`src/bcp_consts.svh`:
```
/*
  Constants for the cell protection block: register offsets, field
  positions, reset values, factory delay choices and timing counts.
  Assumes a 100 MHz system clock and a 10 kHz internal delay tick.
*/
`ifndef BCP_CONSTS_SVH
`define BCP_CONSTS_SVH

// ----------------------------------------------------------------
// Register map
// ----------------------------------------------------------------
`define BCP_OFS_CTRL 4'h0
`define BCP_OFS_STATUS 4'h4
`define BCP_OFS_COMPARE 4'h8
`define BCP_CTRL_PROTECT_BIT 0
`define BCP_CTRL_RESET 32'h00000001
`define BCP_RESP_OKAY 2'h0
`define BCP_RESP_SLVERR 2'h2

// ----------------------------------------------------------------
// Clock and delay tick
// ----------------------------------------------------------------
`define BCP_CLK_KHZ 100000
`define BCP_OSC_KHZ 10
`define BCP_OSC_DIV (`BCP_CLK_KHZ / `BCP_OSC_KHZ)

// ----------------------------------------------------------------
// Factory delay selections, fixed at build time
// ----------------------------------------------------------------
`define BCP_OVC_SEL 2
`define BCP_UDC_SEL 3
`define BCP_DOC_SEL 2
`define BCP_COC_SEL 2
`define BCP_OVC_MS ((`BCP_OVC_SEL == 0) ? 250 : (`BCP_OVC_SEL == 1) ? 1000 : (`BCP_OVC_SEL == 2) ? 1250 : 4500)
`define BCP_UDC_MS ((`BCP_UDC_SEL == 0) ? 20 : (`BCP_UDC_SEL == 1) ? 96 : (`BCP_UDC_SEL == 2) ? 125 : 144)
`define BCP_DOC_MS ((`BCP_DOC_SEL == 0) ? 8 : (`BCP_DOC_SEL == 1) ? 16 : (`BCP_DOC_SEL == 2) ? 20 : 48)
`define BCP_COC_MS ((`BCP_COC_SEL == 0) ? 4 : (`BCP_COC_SEL == 1) ? 6 : (`BCP_COC_SEL == 2) ? 8 : 16)
`define BCP_SHORT_US 250
`define BCP_REC_MS 1

// ----------------------------------------------------------------
// Delay counts in ticks; the short delay rounds up
// ----------------------------------------------------------------
`define BCP_OVC_TICKS (`BCP_OVC_MS * `BCP_OSC_KHZ)
`define BCP_UDC_TICKS (`BCP_UDC_MS * `BCP_OSC_KHZ)
`define BCP_DOC_TICKS (`BCP_DOC_MS * `BCP_OSC_KHZ)
`define BCP_COC_TICKS (`BCP_COC_MS * `BCP_OSC_KHZ)
`define BCP_SHORT_TICKS ((`BCP_SHORT_US * `BCP_OSC_KHZ + 999) / 1000)
`define BCP_REC_TICKS (`BCP_REC_MS * `BCP_OSC_KHZ)

`endif

```
`src/bcp_pkg.sv`:
```
/*
  Types for the cell protection block.
  Assumes nothing beyond the constants header.
*/
package bcp_pkg;
  typedef enum logic [1:0] {CHG_NORMAL, CHG_OVERCHARGE} bcp_chg_t;
  typedef enum logic [1:0] {DSG_NORMAL, DSG_OVERDIS, DSG_PWRDN,
                            DSG_OVERCUR} bcp_dsg_t;
endpackage

```
`src/bcp_protect.sv`:
```
/*
  Cell protection state machine with an AXI4-Lite register slave.
  Assumes comparator results arrive synchronous to aclk and that the
  external switches follow the two gate outputs.
*/
`timescale 1ns/1ns
`include "bcp_consts.svh"

module bcp_timer
(
  // Clock and reset
  input wire logic aclk,
  input wire logic aresetn,
  // Control
  input wire logic run,
  input wire logic tick,
  input wire logic [15:0] limit,
  // Result
  output logic [15:0] cnt,
  output logic done
);
  // A lapse clears the count so a brief fault never accumulates.
  always_ff @(posedge aclk)
  begin
    if (!aresetn || !run)
      cnt <= 16'h0000;
    else if (tick && cnt != limit)
      cnt <= cnt + 16'h0001;
  end
  assign done = run && (cnt == limit);
endmodule

module bcp_protect
  import bcp_pkg::*;
#(
  parameter int OSC_DIV = `BCP_OSC_DIV
)
(
  // Clock and reset
  input wire logic aclk,
  input wire logic aresetn,
  // AXI4-Lite write
  input wire logic [3:0] awaddr,
  input wire logic awvalid,
  output logic awready,
  input wire logic [31:0] wdata,
  input wire logic [3:0] wstrb,
  input wire logic wvalid,
  output logic wready,
  output logic [1:0] bresp,
  output logic bvalid,
  input wire logic bready,
  // AXI4-Lite read
  input wire logic [3:0] araddr,
  input wire logic arvalid,
  output logic arready,
  output logic [31:0] rdata,
  output logic [1:0] rresp,
  output logic rvalid,
  input wire logic rready,
  // Comparator results
  input wire logic cell_over_charge,
  input wire logic cell_below_charge_release,
  input wire logic cell_under_discharge,
  input wire logic cell_above_discharge_release,
  input wire logic vm_ge_dis_oc,
  input wire logic vm_ge_short,
  input wire logic vm_above_chg_oc_min,
  input wire logic vm_below_neg_0v7,
  input wire logic vm_le_cell_minus_1v,
  input wire logic vm_cell_delta_le_1v3,
  input wire logic charger_present,
  input wire logic charger_above_1v7,
  // Switch and bias control
  output logic charge_gate_out,
  output logic discharge_gate_out,
  output logic pullup_en,
  output logic current_sink_en,
  output logic power_down
);

  // ----------------------------------------------------------------
  // Internal delay tick
  // ----------------------------------------------------------------
  logic [13:0] div_cnt;
  logic tick;
  wire div_wrap = (div_cnt == 14'(OSC_DIV - 1));
  always_ff @(posedge aclk)
  begin
    if (!aresetn)
    begin
      div_cnt <= 14'h0000;
      tick <= 1'b0;
    end
    else
    begin
      div_cnt <= div_wrap ? 14'h0000 : div_cnt + 14'h0001;
      tick <= div_wrap;
    end
  end

  // ----------------------------------------------------------------
  // Fault state and timers
  // ----------------------------------------------------------------
  bcp_chg_t chg_state;
  bcp_chg_t next_chg_state;
  bcp_dsg_t dsg_state;
  bcp_dsg_t next_dsg_state;
  logic [31:0] ctrl;
  wire protect_on = ctrl[`BCP_CTRL_PROTECT_BIT];
  wire overcharge_fault = (chg_state == CHG_OVERCHARGE);
  wire overdischarge_fault = (dsg_state == DSG_OVERDIS) ||
                             (dsg_state == DSG_PWRDN);
  wire discharge_overcurrent_fault = (dsg_state == DSG_OVERCUR);
  wire dsg_normal = (dsg_state == DSG_NORMAL);
  // Delays are fixed constants and no register reaches them.
  wire [15:0] overcharge_delay = 16'(`BCP_OVC_TICKS);
  wire [15:0] overdischarge_delay = 16'(`BCP_UDC_TICKS);
  wire [15:0] discharge_overcurrent_delay = 16'(`BCP_DOC_TICKS);
  wire [15:0] charge_overcurrent_delay = 16'(`BCP_COC_TICKS);
  wire [15:0] short_circuit_delay = 16'(`BCP_SHORT_TICKS);
  wire [15:0] recovery_delay = 16'(`BCP_REC_TICKS);

  wire oc_inhibit = overcharge_fault && cell_over_charge;
  wire ovc_run = !overcharge_fault && cell_over_charge;
  wire udc_run = dsg_normal && cell_under_discharge;
  wire doc_run = dsg_normal && vm_ge_dis_oc && !oc_inhibit;
  wire sc_run = dsg_normal && vm_ge_short && !oc_inhibit;
  // Overcharge release; a present charger holds the status.
  wire ovc_release = !charger_present &&
                     (vm_ge_dis_oc ? !cell_over_charge :
                      vm_above_chg_oc_min && cell_below_charge_release);
  wire udc_release = charger_present &&
                     (vm_below_neg_0v7 ? !cell_under_discharge :
                      cell_above_discharge_release);
  wire chg_rec_run = overcharge_fault && ovc_release;
  wire dsg_rec_run = (dsg_state == DSG_OVERDIS && udc_release) ||
                     (discharge_overcurrent_fault && vm_le_cell_minus_1v);
  logic ovc_done, udc_done, doc_done, sc_done, chg_rec_done, dsg_rec_done;
  logic [15:0] ovc_cnt, udc_cnt, doc_cnt, sc_cnt, chg_rec_cnt, dsg_rec_cnt;

  bcp_timer u_ovc (.aclk(aclk), .aresetn(aresetn), .run(ovc_run),
    .tick(tick), .limit(overcharge_delay), .cnt(ovc_cnt), .done(ovc_done));
  bcp_timer u_udc (.aclk(aclk), .aresetn(aresetn), .run(udc_run),
    .tick(tick), .limit(overdischarge_delay), .cnt(udc_cnt),
    .done(udc_done));
  bcp_timer u_doc (.aclk(aclk), .aresetn(aresetn), .run(doc_run),
    .tick(tick), .limit(discharge_overcurrent_delay), .cnt(doc_cnt),
    .done(doc_done));
  bcp_timer u_sc (.aclk(aclk), .aresetn(aresetn), .run(sc_run),
    .tick(tick), .limit(short_circuit_delay), .cnt(sc_cnt),
    .done(sc_done));
  bcp_timer u_chg_rec (.aclk(aclk), .aresetn(aresetn), .run(chg_rec_run),
    .tick(tick), .limit(recovery_delay), .cnt(chg_rec_cnt),
    .done(chg_rec_done));
  bcp_timer u_dsg_rec (.aclk(aclk), .aresetn(aresetn), .run(dsg_rec_run),
    .tick(tick), .limit(recovery_delay), .cnt(dsg_rec_cnt),
    .done(dsg_rec_done));

  always_comb
  begin
    next_chg_state = chg_state;
    case (chg_state)
      CHG_NORMAL: if (ovc_done) next_chg_state = CHG_OVERCHARGE;
      CHG_OVERCHARGE: if (chg_rec_done) next_chg_state = CHG_NORMAL;
      default: next_chg_state = CHG_NORMAL;
    endcase
  end

  always_comb
  begin
    next_dsg_state = dsg_state;
    case (dsg_state)
      DSG_NORMAL:
        if (udc_done)
          next_dsg_state = DSG_OVERDIS;
        else if (doc_done || sc_done)
          next_dsg_state = DSG_OVERCUR;
      DSG_OVERDIS:
        if (dsg_rec_done)
          next_dsg_state = DSG_NORMAL;
        else if (vm_cell_delta_le_1v3)
          next_dsg_state = DSG_PWRDN;
      DSG_PWRDN:
        if (charger_present && !vm_cell_delta_le_1v3)
          next_dsg_state = DSG_OVERDIS;
      DSG_OVERCUR: if (dsg_rec_done) next_dsg_state = DSG_NORMAL;
      default: next_dsg_state = DSG_NORMAL;
    endcase
  end

  // Outputs follow the next state so they switch with the state.
  wire next_od = (next_dsg_state == DSG_OVERDIS) ||
                 (next_dsg_state == DSG_PWRDN);
  // A depleted cell takes charge only from a charger above 1.7 V.
  wire zero_volt_ok = !cell_under_discharge || charger_above_1v7;
  wire next_chg_gate = protect_on && zero_volt_ok &&
                       (next_chg_state == CHG_NORMAL);
  wire next_dsg_gate = protect_on && (next_dsg_state == DSG_NORMAL);
  wire next_sink = (next_dsg_state == DSG_OVERCUR);

  always_ff @(posedge aclk)
  begin
    if (!aresetn)
    begin
      chg_state <= CHG_NORMAL;
      dsg_state <= DSG_NORMAL;
      charge_gate_out <= 1'b0;
      discharge_gate_out <= 1'b0;
      pullup_en <= 1'b0;
      current_sink_en <= 1'b0;
      power_down <= 1'b0;
    end
    else
    begin
      chg_state <= next_chg_state;
      dsg_state <= next_dsg_state;
      charge_gate_out <= next_chg_gate;
      discharge_gate_out <= next_dsg_gate;
      pullup_en <= next_od;
      current_sink_en <= next_sink;
      power_down <= (next_dsg_state == DSG_PWRDN);
    end
  end

  // ----------------------------------------------------------------
  // AXI4-Lite slave
  // ----------------------------------------------------------------
  // One write and one read in flight; address and data in either order.
  logic [3:0] wr_addr;
  logic [31:0] wr_data;
  logic [3:0] wr_strb;
  wire aw_take = awvalid && awready;
  wire w_take = wvalid && wready;
  wire do_write = !awready && !wready && !bvalid;
  wire wr_ctrl = (wr_addr == `BCP_OFS_CTRL);
  wire wr_hit = wr_ctrl || (wr_addr == `BCP_OFS_STATUS) ||
                (wr_addr == `BCP_OFS_COMPARE);
  wire [31:0] status_word = {24'h000000, power_down, current_sink_en,
    pullup_en, discharge_gate_out, charge_gate_out,
    discharge_overcurrent_fault, overdischarge_fault, overcharge_fault};
  wire [31:0] compare_word = {20'h00000, charger_above_1v7,
    charger_present, vm_cell_delta_le_1v3, vm_le_cell_minus_1v,
    vm_below_neg_0v7, vm_above_chg_oc_min, vm_ge_short, vm_ge_dis_oc,
    cell_above_discharge_release, cell_under_discharge,
    cell_below_charge_release, cell_over_charge};
  wire rd_ctrl = (araddr == `BCP_OFS_CTRL);
  wire rd_stat = (araddr == `BCP_OFS_STATUS);
  wire rd_cmp = (araddr == `BCP_OFS_COMPARE);
  wire [31:0] rd_word = rd_ctrl ? ctrl : rd_stat ? status_word :
                        rd_cmp ? compare_word : 32'h00000000;
  wire [31:0] strb_mask = {{8{wr_strb[3]}}, {8{wr_strb[2]}},
                           {8{wr_strb[1]}}, {8{wr_strb[0]}}};

  always_ff @(posedge aclk)
  begin
    if (!aresetn)
    begin
      awready <= 1'b1;
      wready <= 1'b1;
      bvalid <= 1'b0;
      bresp <= `BCP_RESP_OKAY;
      wr_addr <= 4'h0;
      wr_data <= 32'h00000000;
      wr_strb <= 4'h0;
      ctrl <= `BCP_CTRL_RESET;
    end
    else
    begin
      if (aw_take)
      begin
        awready <= 1'b0;
        wr_addr <= {awaddr[3:2], 2'b00};
      end
      if (w_take)
      begin
        wready <= 1'b0;
        wr_data <= wdata;
        wr_strb <= wstrb;
      end
      if (do_write)
      begin
        bvalid <= 1'b1;
        bresp <= wr_hit ? `BCP_RESP_OKAY : `BCP_RESP_SLVERR;
        if (wr_ctrl)
          ctrl <= {31'h00000000,
                   ((wr_data & strb_mask) | (ctrl & ~strb_mask)) >> 0 ==
                   32'h0 ? 1'b0 : ((wr_data[0] & wr_strb[0]) |
                   (ctrl[0] & ~wr_strb[0]))};
      end
      if (bvalid && bready)
      begin
        bvalid <= 1'b0;
        awready <= 1'b1;
        wready <= 1'b1;
      end
    end
  end

  always_ff @(posedge aclk)
  begin
    if (!aresetn)
    begin
      arready <= 1'b1;
      rvalid <= 1'b0;
      rdata <= 32'h00000000;
      rresp <= `BCP_RESP_OKAY;
    end
    else if (arvalid && arready)
    begin
      arready <= 1'b0;
      rvalid <= 1'b1;
      rdata <= rd_word;
      rresp <= (rd_ctrl || rd_stat || rd_cmp) ? `BCP_RESP_OKAY :
               `BCP_RESP_SLVERR;
    end
    else if (rvalid && rready)
    begin
      rvalid <= 1'b0;
      arready <= 1'b1;
    end
  end

  // ----------------------------------------------------------------
  // Assertions
  // ----------------------------------------------------------------
  property p_gates_normal;
    @(posedge aclk) disable iff (!aresetn)
    // The gate register lags reset release and an enable write by one edge.
    (dsg_normal && $past(dsg_normal && protect_on && aresetn)) |->
      discharge_gate_out;
  endproperty
  a_gates_normal: assert property (p_gates_normal)
    else $error("discharge gate off in normal mode");

  property p_off_cause;
    @(posedge aclk) disable iff (!aresetn)
    ($fell(discharge_gate_out) && $past(protect_on)) |->
      $past(udc_done || doc_done || sc_done);
  endproperty
  a_off_cause: assert property (p_off_cause)
    else $error("discharge gate off without expired timer");

  property p_recover;
    @(posedge aclk) disable iff (!aresetn)
    $rose(dsg_normal) |-> $past(dsg_rec_done);
  endproperty
  a_recover: assert property (p_recover)
    else $error("discharge side recovered without recovery timer");

  property p_ovc_count;
    @(posedge aclk) disable iff (!aresetn)
    $rose(overcharge_fault) |-> $past(ovc_cnt) == 16'(`BCP_OVC_TICKS);
  endproperty
  a_ovc_count: assert property (p_ovc_count)
    else $error("overcharge entered at wrong count");

  property p_short_count;
    @(posedge aclk) disable iff (!aresetn)
    sc_done |-> sc_cnt == 16'h0003;
  endproperty
  a_short_count: assert property (p_short_count)
    else $error("short delay not three ticks");

  property p_inhibit;
    @(posedge aclk) disable iff (!aresetn)
    (overcharge_fault && cell_over_charge) |-> (!doc_run && !sc_run);
  endproperty
  a_inhibit: assert property (p_inhibit)
    else $error("overcurrent detection active during overcharge");

  property p_pwrdn;
    @(posedge aclk) disable iff (!aresetn)
    (dsg_state == DSG_OVERDIS && vm_cell_delta_le_1v3 && !dsg_rec_done)
      |=> (dsg_state == DSG_PWRDN) && power_down;
  endproperty
  a_pwrdn: assert property (p_pwrdn)
    else $error("power-down not entered");

  property p_sink_off;
    @(posedge aclk) disable iff (!aresetn)
    overdischarge_fault |-> !current_sink_en && pullup_en;
  endproperty
  a_sink_off: assert property (p_sink_off)
    else $error("sink on in over-discharge");

  property p_overcur_bias;
    @(posedge aclk) disable iff (!aresetn)
    discharge_overcurrent_fault |-> current_sink_en && !pullup_en;
  endproperty
  a_overcur_bias: assert property (p_overcur_bias)
    else $error("bias wrong in overcurrent");

  property p_restart;
    @(posedge aclk) disable iff (!aresetn)
    !udc_run |=> udc_cnt == 16'h0000;
  endproperty
  a_restart: assert property (p_restart)
    else $error("timer did not restart");

  property p_tick;
    @(posedge aclk) disable iff (!aresetn)
    tick |=> !tick [*3];
  endproperty
  a_tick: assert property (p_tick)
    else $error("tick faster than divider");

  c_overcharge: cover property (@(posedge aclk) disable iff (!aresetn)
    $rose(overcharge_fault));
  c_pwrdn: cover property (@(posedge aclk) disable iff (!aresetn)
    $rose(power_down));
  c_short: cover property (@(posedge aclk) disable iff (!aresetn)
    sc_done ##1 discharge_overcurrent_fault);
endmodule

```
`config.mk`:
```
export PLATFORM = sky130hd
export DESIGN_NAME = bcp_protect
export DESIGN_NICKNAME = d
export VERILOG_FILES = /design/src/bcp_pkg.sv /design/src/bcp_protect.sv
export VERILOG_INCLUDE_DIRS = /design/src
export SDC_FILE = /design/constraint.sdc
export NUM_CORES = 1
export LEC_CHECK = 0
export ABC_AREA = 0
export BUFFER_PORTS_ARGS = -buffer_cell sky130_fd_sc_hd__buf_2
export CAP_MARGIN = 20
export CORE_MARGIN = 5
export CORE_UTILIZATION = 30
export DETAILED_ROUTE_END_ITERATION = 6
export HOLD_SLACK_MARGIN = 0.06
export PLACE_DENSITY = 0.48
export SETUP_SLACK_MARGIN = 0.15
export SYNTH_ARGS = -nofsm -noshare
export SYNTH_HDL_FRONTEND = slang
export SYNTH_SLANG_ARGS = --single-unit
```
`constraint.sdc`:
```
create_clock -name aclk -period 2.6 [get_ports aclk]
set_clock_uncertainty 0.05 [all_clocks]
set_input_delay 0.26 -clock aclk [delete_from_list [all_inputs] [get_ports aclk]]
set_output_delay 0.26 -clock aclk [all_outputs]
set_load 0.01 [all_outputs]
```
==> results.md, run 1 <==
- Pleak: 0.00297 uW
- Minimum clock period after layout: 2.29 ns
- Ant. Diodes: 0
- PnR Total Power: 4820 uW
- Multiplexer area fraction after synthesis: 0.00437
- Final wirelength: 14700 um
- WS Path Type: flop to flop
- Iter 0 DRT Violations: 298
- Buffers on Ports: 50
- Most frequent cells in the layout: dfxtp_1 (144), nor2_1 (131), xor2_1 (67)
- Most common cell on crit path: ha_1
- Setup bufs post-CTS: 0
- DRC Markers: 0
- Total Neg Setup Slack: 0 ns
- Final setup viols: 0
- Num CTS Buffers: 17
- Core area: 22600 um^2
- Area contributors post-synth: dfxtp_1 (42%), xor2_1 (8.5%), nor2_1 (7.2%)
- Fin. max-slew vios: 0
- NumNets Final: 946
- XOR/XNOR Fraction of Synth Area: 0.119
- Critical Path RT: 2.86 ns
- Clock transition at path regs: 0.07 ns
- Syn Inst Count: 799
- Syn avg cell area: 8.59 um^2
- Slowest CP cell: dfxtp_1
- Worst hold start: araddr[0]
- Die W: 161 um
- Peak supply drop: 0.319 mV
- WL/cell: 12.6 um
- Initial Util: 0.304
- Drt pass-1 iters: 5
- Max Fclk: 437 MHz
- RR Startpoint: u_udc.cnt[0]
- Worst Hold Class: input pin to flop
- Syn Std Cell Area: 6870 um^2
- Yosys Warn Count: 0
- Worst-Skew Late Latency: 0.42 ns
- Max-cap violations: 0
- Max FO, Critical Path: 5
- Syn-to-layout area delta: 17.6%
- Crit. End Element: flop
- CP Launch Point: u_udc.cnt[0]
- Worst setup SP type: flop
- Placer Congestion: 0.743
- Clock Sinks: 144
- Post-synthesis compound-gate area fraction: 0.0795
- Die Area: 26000 um^2
- Fraction of the mapped netlist area in adder cells: 0.0364
- Most common cell after layout, fill and taps aside: dfxtp_1
- Max incr delay on CP: 0.35 ns
- Post-synthesis simple-gate area fraction: 0.288
- Status: finished, final reports clean
- Detailed placer's ending HPWL: 10400 um
- Pwr/cell area: 598 nW/um^2
- Routed Antenna Nets: 0
- Seq/Total Area, Yosys: 0.420
- I/O pins: 109
- Period utilisation layout: 0.880
- Cells along the critical path: inv_1 -> ha_1 -> nor3b_1 -> and4_1 -> nand3_1 -> o221a_2 -> o21a_1 -> ha_1 -> and2_1
- Fraction of registers with async set/reset: 0
- Die H: 161 um
- Vias per cell: 4.64
- Synthesized flop and latch total: 144
- Max Buffers Root-to-Sink: 2
- Main combinational cell family by area after synthesis: simple AND/OR/NAND/NOR gates
- Area leader, netlist: dfxtp_1
- Post-synth top flop: dfxtp_1
- Multi-input gate area: 3710 um^2
- Critical Path AT: 2.55 ns
- Grt ovf: 0
- CTS H-tree lvls: 4
- Via count: 5382
- RSZ-0062 raised after global routing: false
- Fraction of layout cells with a size suffix above 1: 0.121
- Final count of hold timing violations: 0
- # rows: 55
- Largest net degree at the start of global routing: 27
- CTS tree: built
- Fill count: 2399
- GRT Resource Usage Total: 0.116
- First-pass GRT wire length: 25100 um
- Vias in the first global route: 5136
- Max_slew headroom: 0.553
- CTS root buffer: clkbuf_16
- Register area: 2880 um^2
- EDFF count, synth: 0
- Worst-Margin Slew: 0.669 ns
- Top cell type's share of synthesized area: 0.420
- Initial antenna violation count: 0
- Synth unique cells: 50
-- power by group --
group	total, uW	internal (uW)	switching (uW)
combinational	172	67.6	105
clock	2410	1380	1040
sequential	2240	2220	15.0
-- logic make-up (layout without fill, tap and decap cells) --
| kind of cell | Yosys count | in the layout |
|---|---|---|
| buf+inv | 73 | 128 |
| flops | 144 | 144 |
| simple gates | 382 | 382 |
| other cells | 1 | 23 |
| fa+ha+maj | 20 | 20 |
| compound gates | 83 | 83 |
| mux | 3 | 3 |
| xor+xnor | 93 | 93 |
-- layout make-up --
type,count,share of cell area
flip-flops and latches,144,0.357
inverters,24,0.0112
well taps,285,0.0442
multi-input cells,604,0.459
clock buffers,18,0.0544
clock inverters,14,0.0181
repair buffers,72,0.0555
-- stage by stage --
step,setup slack (ns),hold slack [ns],area (um^2),cells,utilization
4_1_cts,0.215,0.0680,8060,1161,0.357
3_5_place_dp,0.240,0.396,7350,1116,0.326
5_1_grt,0.196,0.0914,8070,1161,0.358
2_1_floorplan,0.596,0.310,6950,821,-
3_3_place_gp,0.266,0.390,7350,1116,0.326
6_report,0.311,0.0909,8070,1161,0.358
-- worst paths after layout --
| path | endpoint | slack (ns) | cells past startpoint |
|---|---|---|---|
| worst max-delay path | pullup_en | 0.31 | 9 |
| worst min-delay path | rresp[1] | 0.09 | 3 |
| worst max register to register | pullup_en | 0.31 | 9 |
| worst min register to register | div_cnt[0] | 0.41 | 1 |
-- synth_stat cells (4+ instances only) --
| cell | number |
|---|---|
| and4_1 | 9 |
| nand2b_1 | 7 |
| o21ai_0 | 15 |
| o21ai_1 | 4 |
| a21oi_1 | 27 |
| nor2_1 | 131 |
| and3_1 | 19 |
| xor2_1 | 67 |
| nor4_1 | 4 |
| nor4b_1 | 5 |
| nand2_1 | 60 |
| xnor2_1 | 26 |
| dfxtp_1 | 144 |
| nand3_1 | 53 |
| nand4_1 | 33 |
| ha_1 | 20 |
| nor4b_2 | 7 |
| inv_1 | 24 |
| and2_1 | 12 |
| nor3_1 | 17 |
| a2bb2oi_1 | 6 |
| a22oi_1 | 12 |
| or3_1 | 8 |
| buf_4 | 23 |
| clkbuf_1 | 22 |
-- critical path, delay by kind of cell (launching register included) --
| family | cells | cell delay [ns] |
|---|---|---|
| AOI/OAI and AO/OA | 2 | 0.43 |
| adders and majority gates | 2 | 0.41 |
| buffers and inverters | 1 | 0.07 |
| DFF | 1 | 0.35 |
| and+or+nand+nor | 4 | 0.86 |
-- metal layers --
layer / vias up / part of all wire / wire length (um) / global-route usage
met5: - / 0 / 0 / 0
met4: 0 / 0.0087 / 127 / 0.0384
met3: 10 / 0.022 / 329 / 0.0253
met2: 39 / 0.47 / 6840 / 0.188
met1: 2496 / 0.50 / 7370 / 0.154
li1: 2837 / - / - / -
-- registers in the layout (all words and copies together) (netlist names), 2 cells and up --
register / flops
u_dsg_rec.cnt: 16
u_ovc.cnt: 16
u_doc.cnt: 16
chg_state: 2
u_sc.cnt: 16
div_cnt: 14
u_chg_rec.cnt: 16
u_udc.cnt: 16
dsg_state: 2
rdata: 12
wr_addr: 2
-- repair_timing --
| action | 4_1_cts | 5_1_grt |
|---|---|---|
| gates resized for setup | 0 | 1 |
| hold buffers | 13 | 0 |
| setup endpoints to repair | 0 | 3 |
| hold endpoints to repair | 10 | 0 |
(Power assumes the default switching activity.)
==> run 2: changes to the inputs <==
Settings changed: CORE_MARGIN 5 to not set, PLACE_DENSITY 0.48 to 0.58.
==> run 2 against run 1 <==
Net effect: clock power grew 2%; sequential share of layout area rose by 0.089 points; largest power group unchanged; final area down 0.25%; sequential power about the same; count of clock-buffer cells in the layout down 1; non-clock buffer count down 3; via count shrank 0.28%; sequential cell count unchanged; first-iteration DRC count decreased by 21%.
==> results.md, run 2 (synthesized netlist as in run 1, its figures left out) <==
- Max-cap violations: 0
- Worst setup SP type: flop
- Peak supply drop: 0.564 mV
- Fin. max-slew vios: 0
- I/O pins: 109
- CTS H-tree lvls: 4
- Most common cell on crit path: ha_1
- Vias in the first global route: 4936
- Minimum clock period after layout: 2.22 ns
- Vias per cell: 4.65
- Grt ovf: 0
- Most frequent cells in the layout: dfxtp_1 (144), nor2_1 (131), xor2_1 (67)
- Drt pass-1 iters: 5
- WP depth: 9
- Cells along the critical path: inv_1 -> ha_1 -> nor3b_1 -> and4_1 -> nand3_1 -> o221a_2 -> o21a_1 -> ha_1 -> and2_1
- Worst-Margin Slew: 0.658 ns
- Max incr delay on CP: 0.35 ns
- Min-Delay Path Depth: 3
- Initial Util: 0.310
- Worst-Skew Late Latency: 0.42 ns
- Ant. Diodes: 0
- WL/cell: 11.9 um
- Placer Congestion: 0.753
- Via count: 5367
- RSZ-0062 raised after global routing: false
- Period utilisation layout: 0.854
- Core area: 22200 um^2
- Worst Path Buf+Inv: 1
- Top delay family on crit path: simple AND/OR/NAND/NOR gates
- GRT Resource Usage Total: 0.122
- Clock transition at path regs: 0.07 ns
- Critical Path AT: 2.48 ns
- First-pass GRT wire length: 23500 um
- Syn-to-layout area delta: 17.3%
- WS Path Type: flop to flop
- CTS tree: built
- Clock Sinks: 144
- Iter 0 DRT Violations: 235
- Die Area: 23500 um^2
- Setup bufs post-CTS: 0
- Buffers on Ports: 50
- # rows: 54
- Total Neg Setup Slack: 0 ns
- Die H: 153 um
- Die W: 153 um
- NumNets Final: 943
- Worst r2r path cells: 9
- Routed Antenna Nets: 0
- Max Buffers Root-to-Sink: 2
- Pleak: 0.00297 uW
- Critical Path RT: 2.86 ns
- Final wirelength: 13700 um
- Max Fclk: 450 MHz
- Crit. End Element: flop
- Final count of hold timing violations: 0
- Detailed placer's ending HPWL: 9560 um
- Largest net degree at the start of global routing: 27
- Num CTS Buffers: 17
- Max FO, Critical Path: 5
- Final setup viols: 0
- Slowest CP cell: dfxtp_1
- Most common cell after layout, fill and taps aside: dfxtp_1
- Fraction of layout cells with a size suffix above 1: 0.120
- CTS root buffer: clkbuf_16
- Pwr/cell area: 604 nW/um^2
- Initial antenna violation count: 0
- DRC Markers: 0
- Status: finished, final reports clean
- Post-layout util: 0.363
- Max_slew headroom: 0.560
- Worst Hold Class: input pin to flop
## run 2: cell types whose count changed in the layout (fill, tap and decap cells not counted)
| cell | previous run | this run |
|---|---|---|
| buf_4 | 9 | 8 |
| clkbuf_8 | 1 | 0 |
| dlygate4sd3_1 | 13 | 11 |
| clkinv_4 | 3 | 5 |
| bufinv_16 | 1 | 2 |
| inv_6 | 6 | 5 |
| inv_8 | 2 | 1 |
## run 2: timing repair
action / in CTS / in global routing
resized for setup: 0 / 1
setup endpoints to repair: 0 / 3
hold buffers: 11 / 0
endpoints found under the hold margin: 10 / 0
## run 2: metal layers
metal,vias to the layer above,share of wire,GRT usage
met4,0,0.011,0.0476
met2,57,0.47,0.197
met5,-,0,0
li1,2824,-,-
met1,2479,0.49,0.157
met3,7,0.028,0.0281
## run 2: through the flow
step	power, uW	cell area, um^2	worst slack [ns]	hold slack [ns]	cells
6_report	4860	8050	0.380	0.0765	1153
5_1_grt	5050	8050	0.179	0.0844	1153
4_1_cts	4930	8040	0.265	0.0621	1153
3_5_place_dp	2440	7330	0.277	0.399	1110
3_3_place_gp	2440	7330	0.325	0.388	1110
2_1_floorplan	2410	6950	0.596	0.310	821
## run 2: report_power, final
group	leakage, uW	total [uW]	internal (uW)	switching [uW]
combinational	0.00151	166	63.7	102
sequential	0.00116	2240	2230	14.1
clock	0.000287	2460	1440	1010
## run 2: worst paths after layout
kind,from,to,slack (ns)
hold reg to reg,div_cnt[0],div_cnt[0],0.41
setup / recovery,u_udc.cnt[0],pullup_en,0.38
hold / removal,bready,awready,0.08
setup reg to reg,u_udc.cnt[0],pullup_en,0.38
## run 2: cell type report
| cell class | count | area (um^2) |
|---|---|---|
| clock inverters | 15 | 174 |
| multi-input cells | 604 | 3710 |
| well taps | 280 | 350 |
| clock buffers | 17 | 425 |
| repair buffers | 69 | 420 |
| flip-flops and latches | 144 | 2880 |
| inverters | 24 | 90.1 |
| fillers | 2267 | 14100 |
## run 2: worst min-delay path, delay by kind of cell
kind | cells | cell delay (ns)
AOI/OAI and AO/OA | 2 | 0.16
buffers and inverters | 1 | 0.09
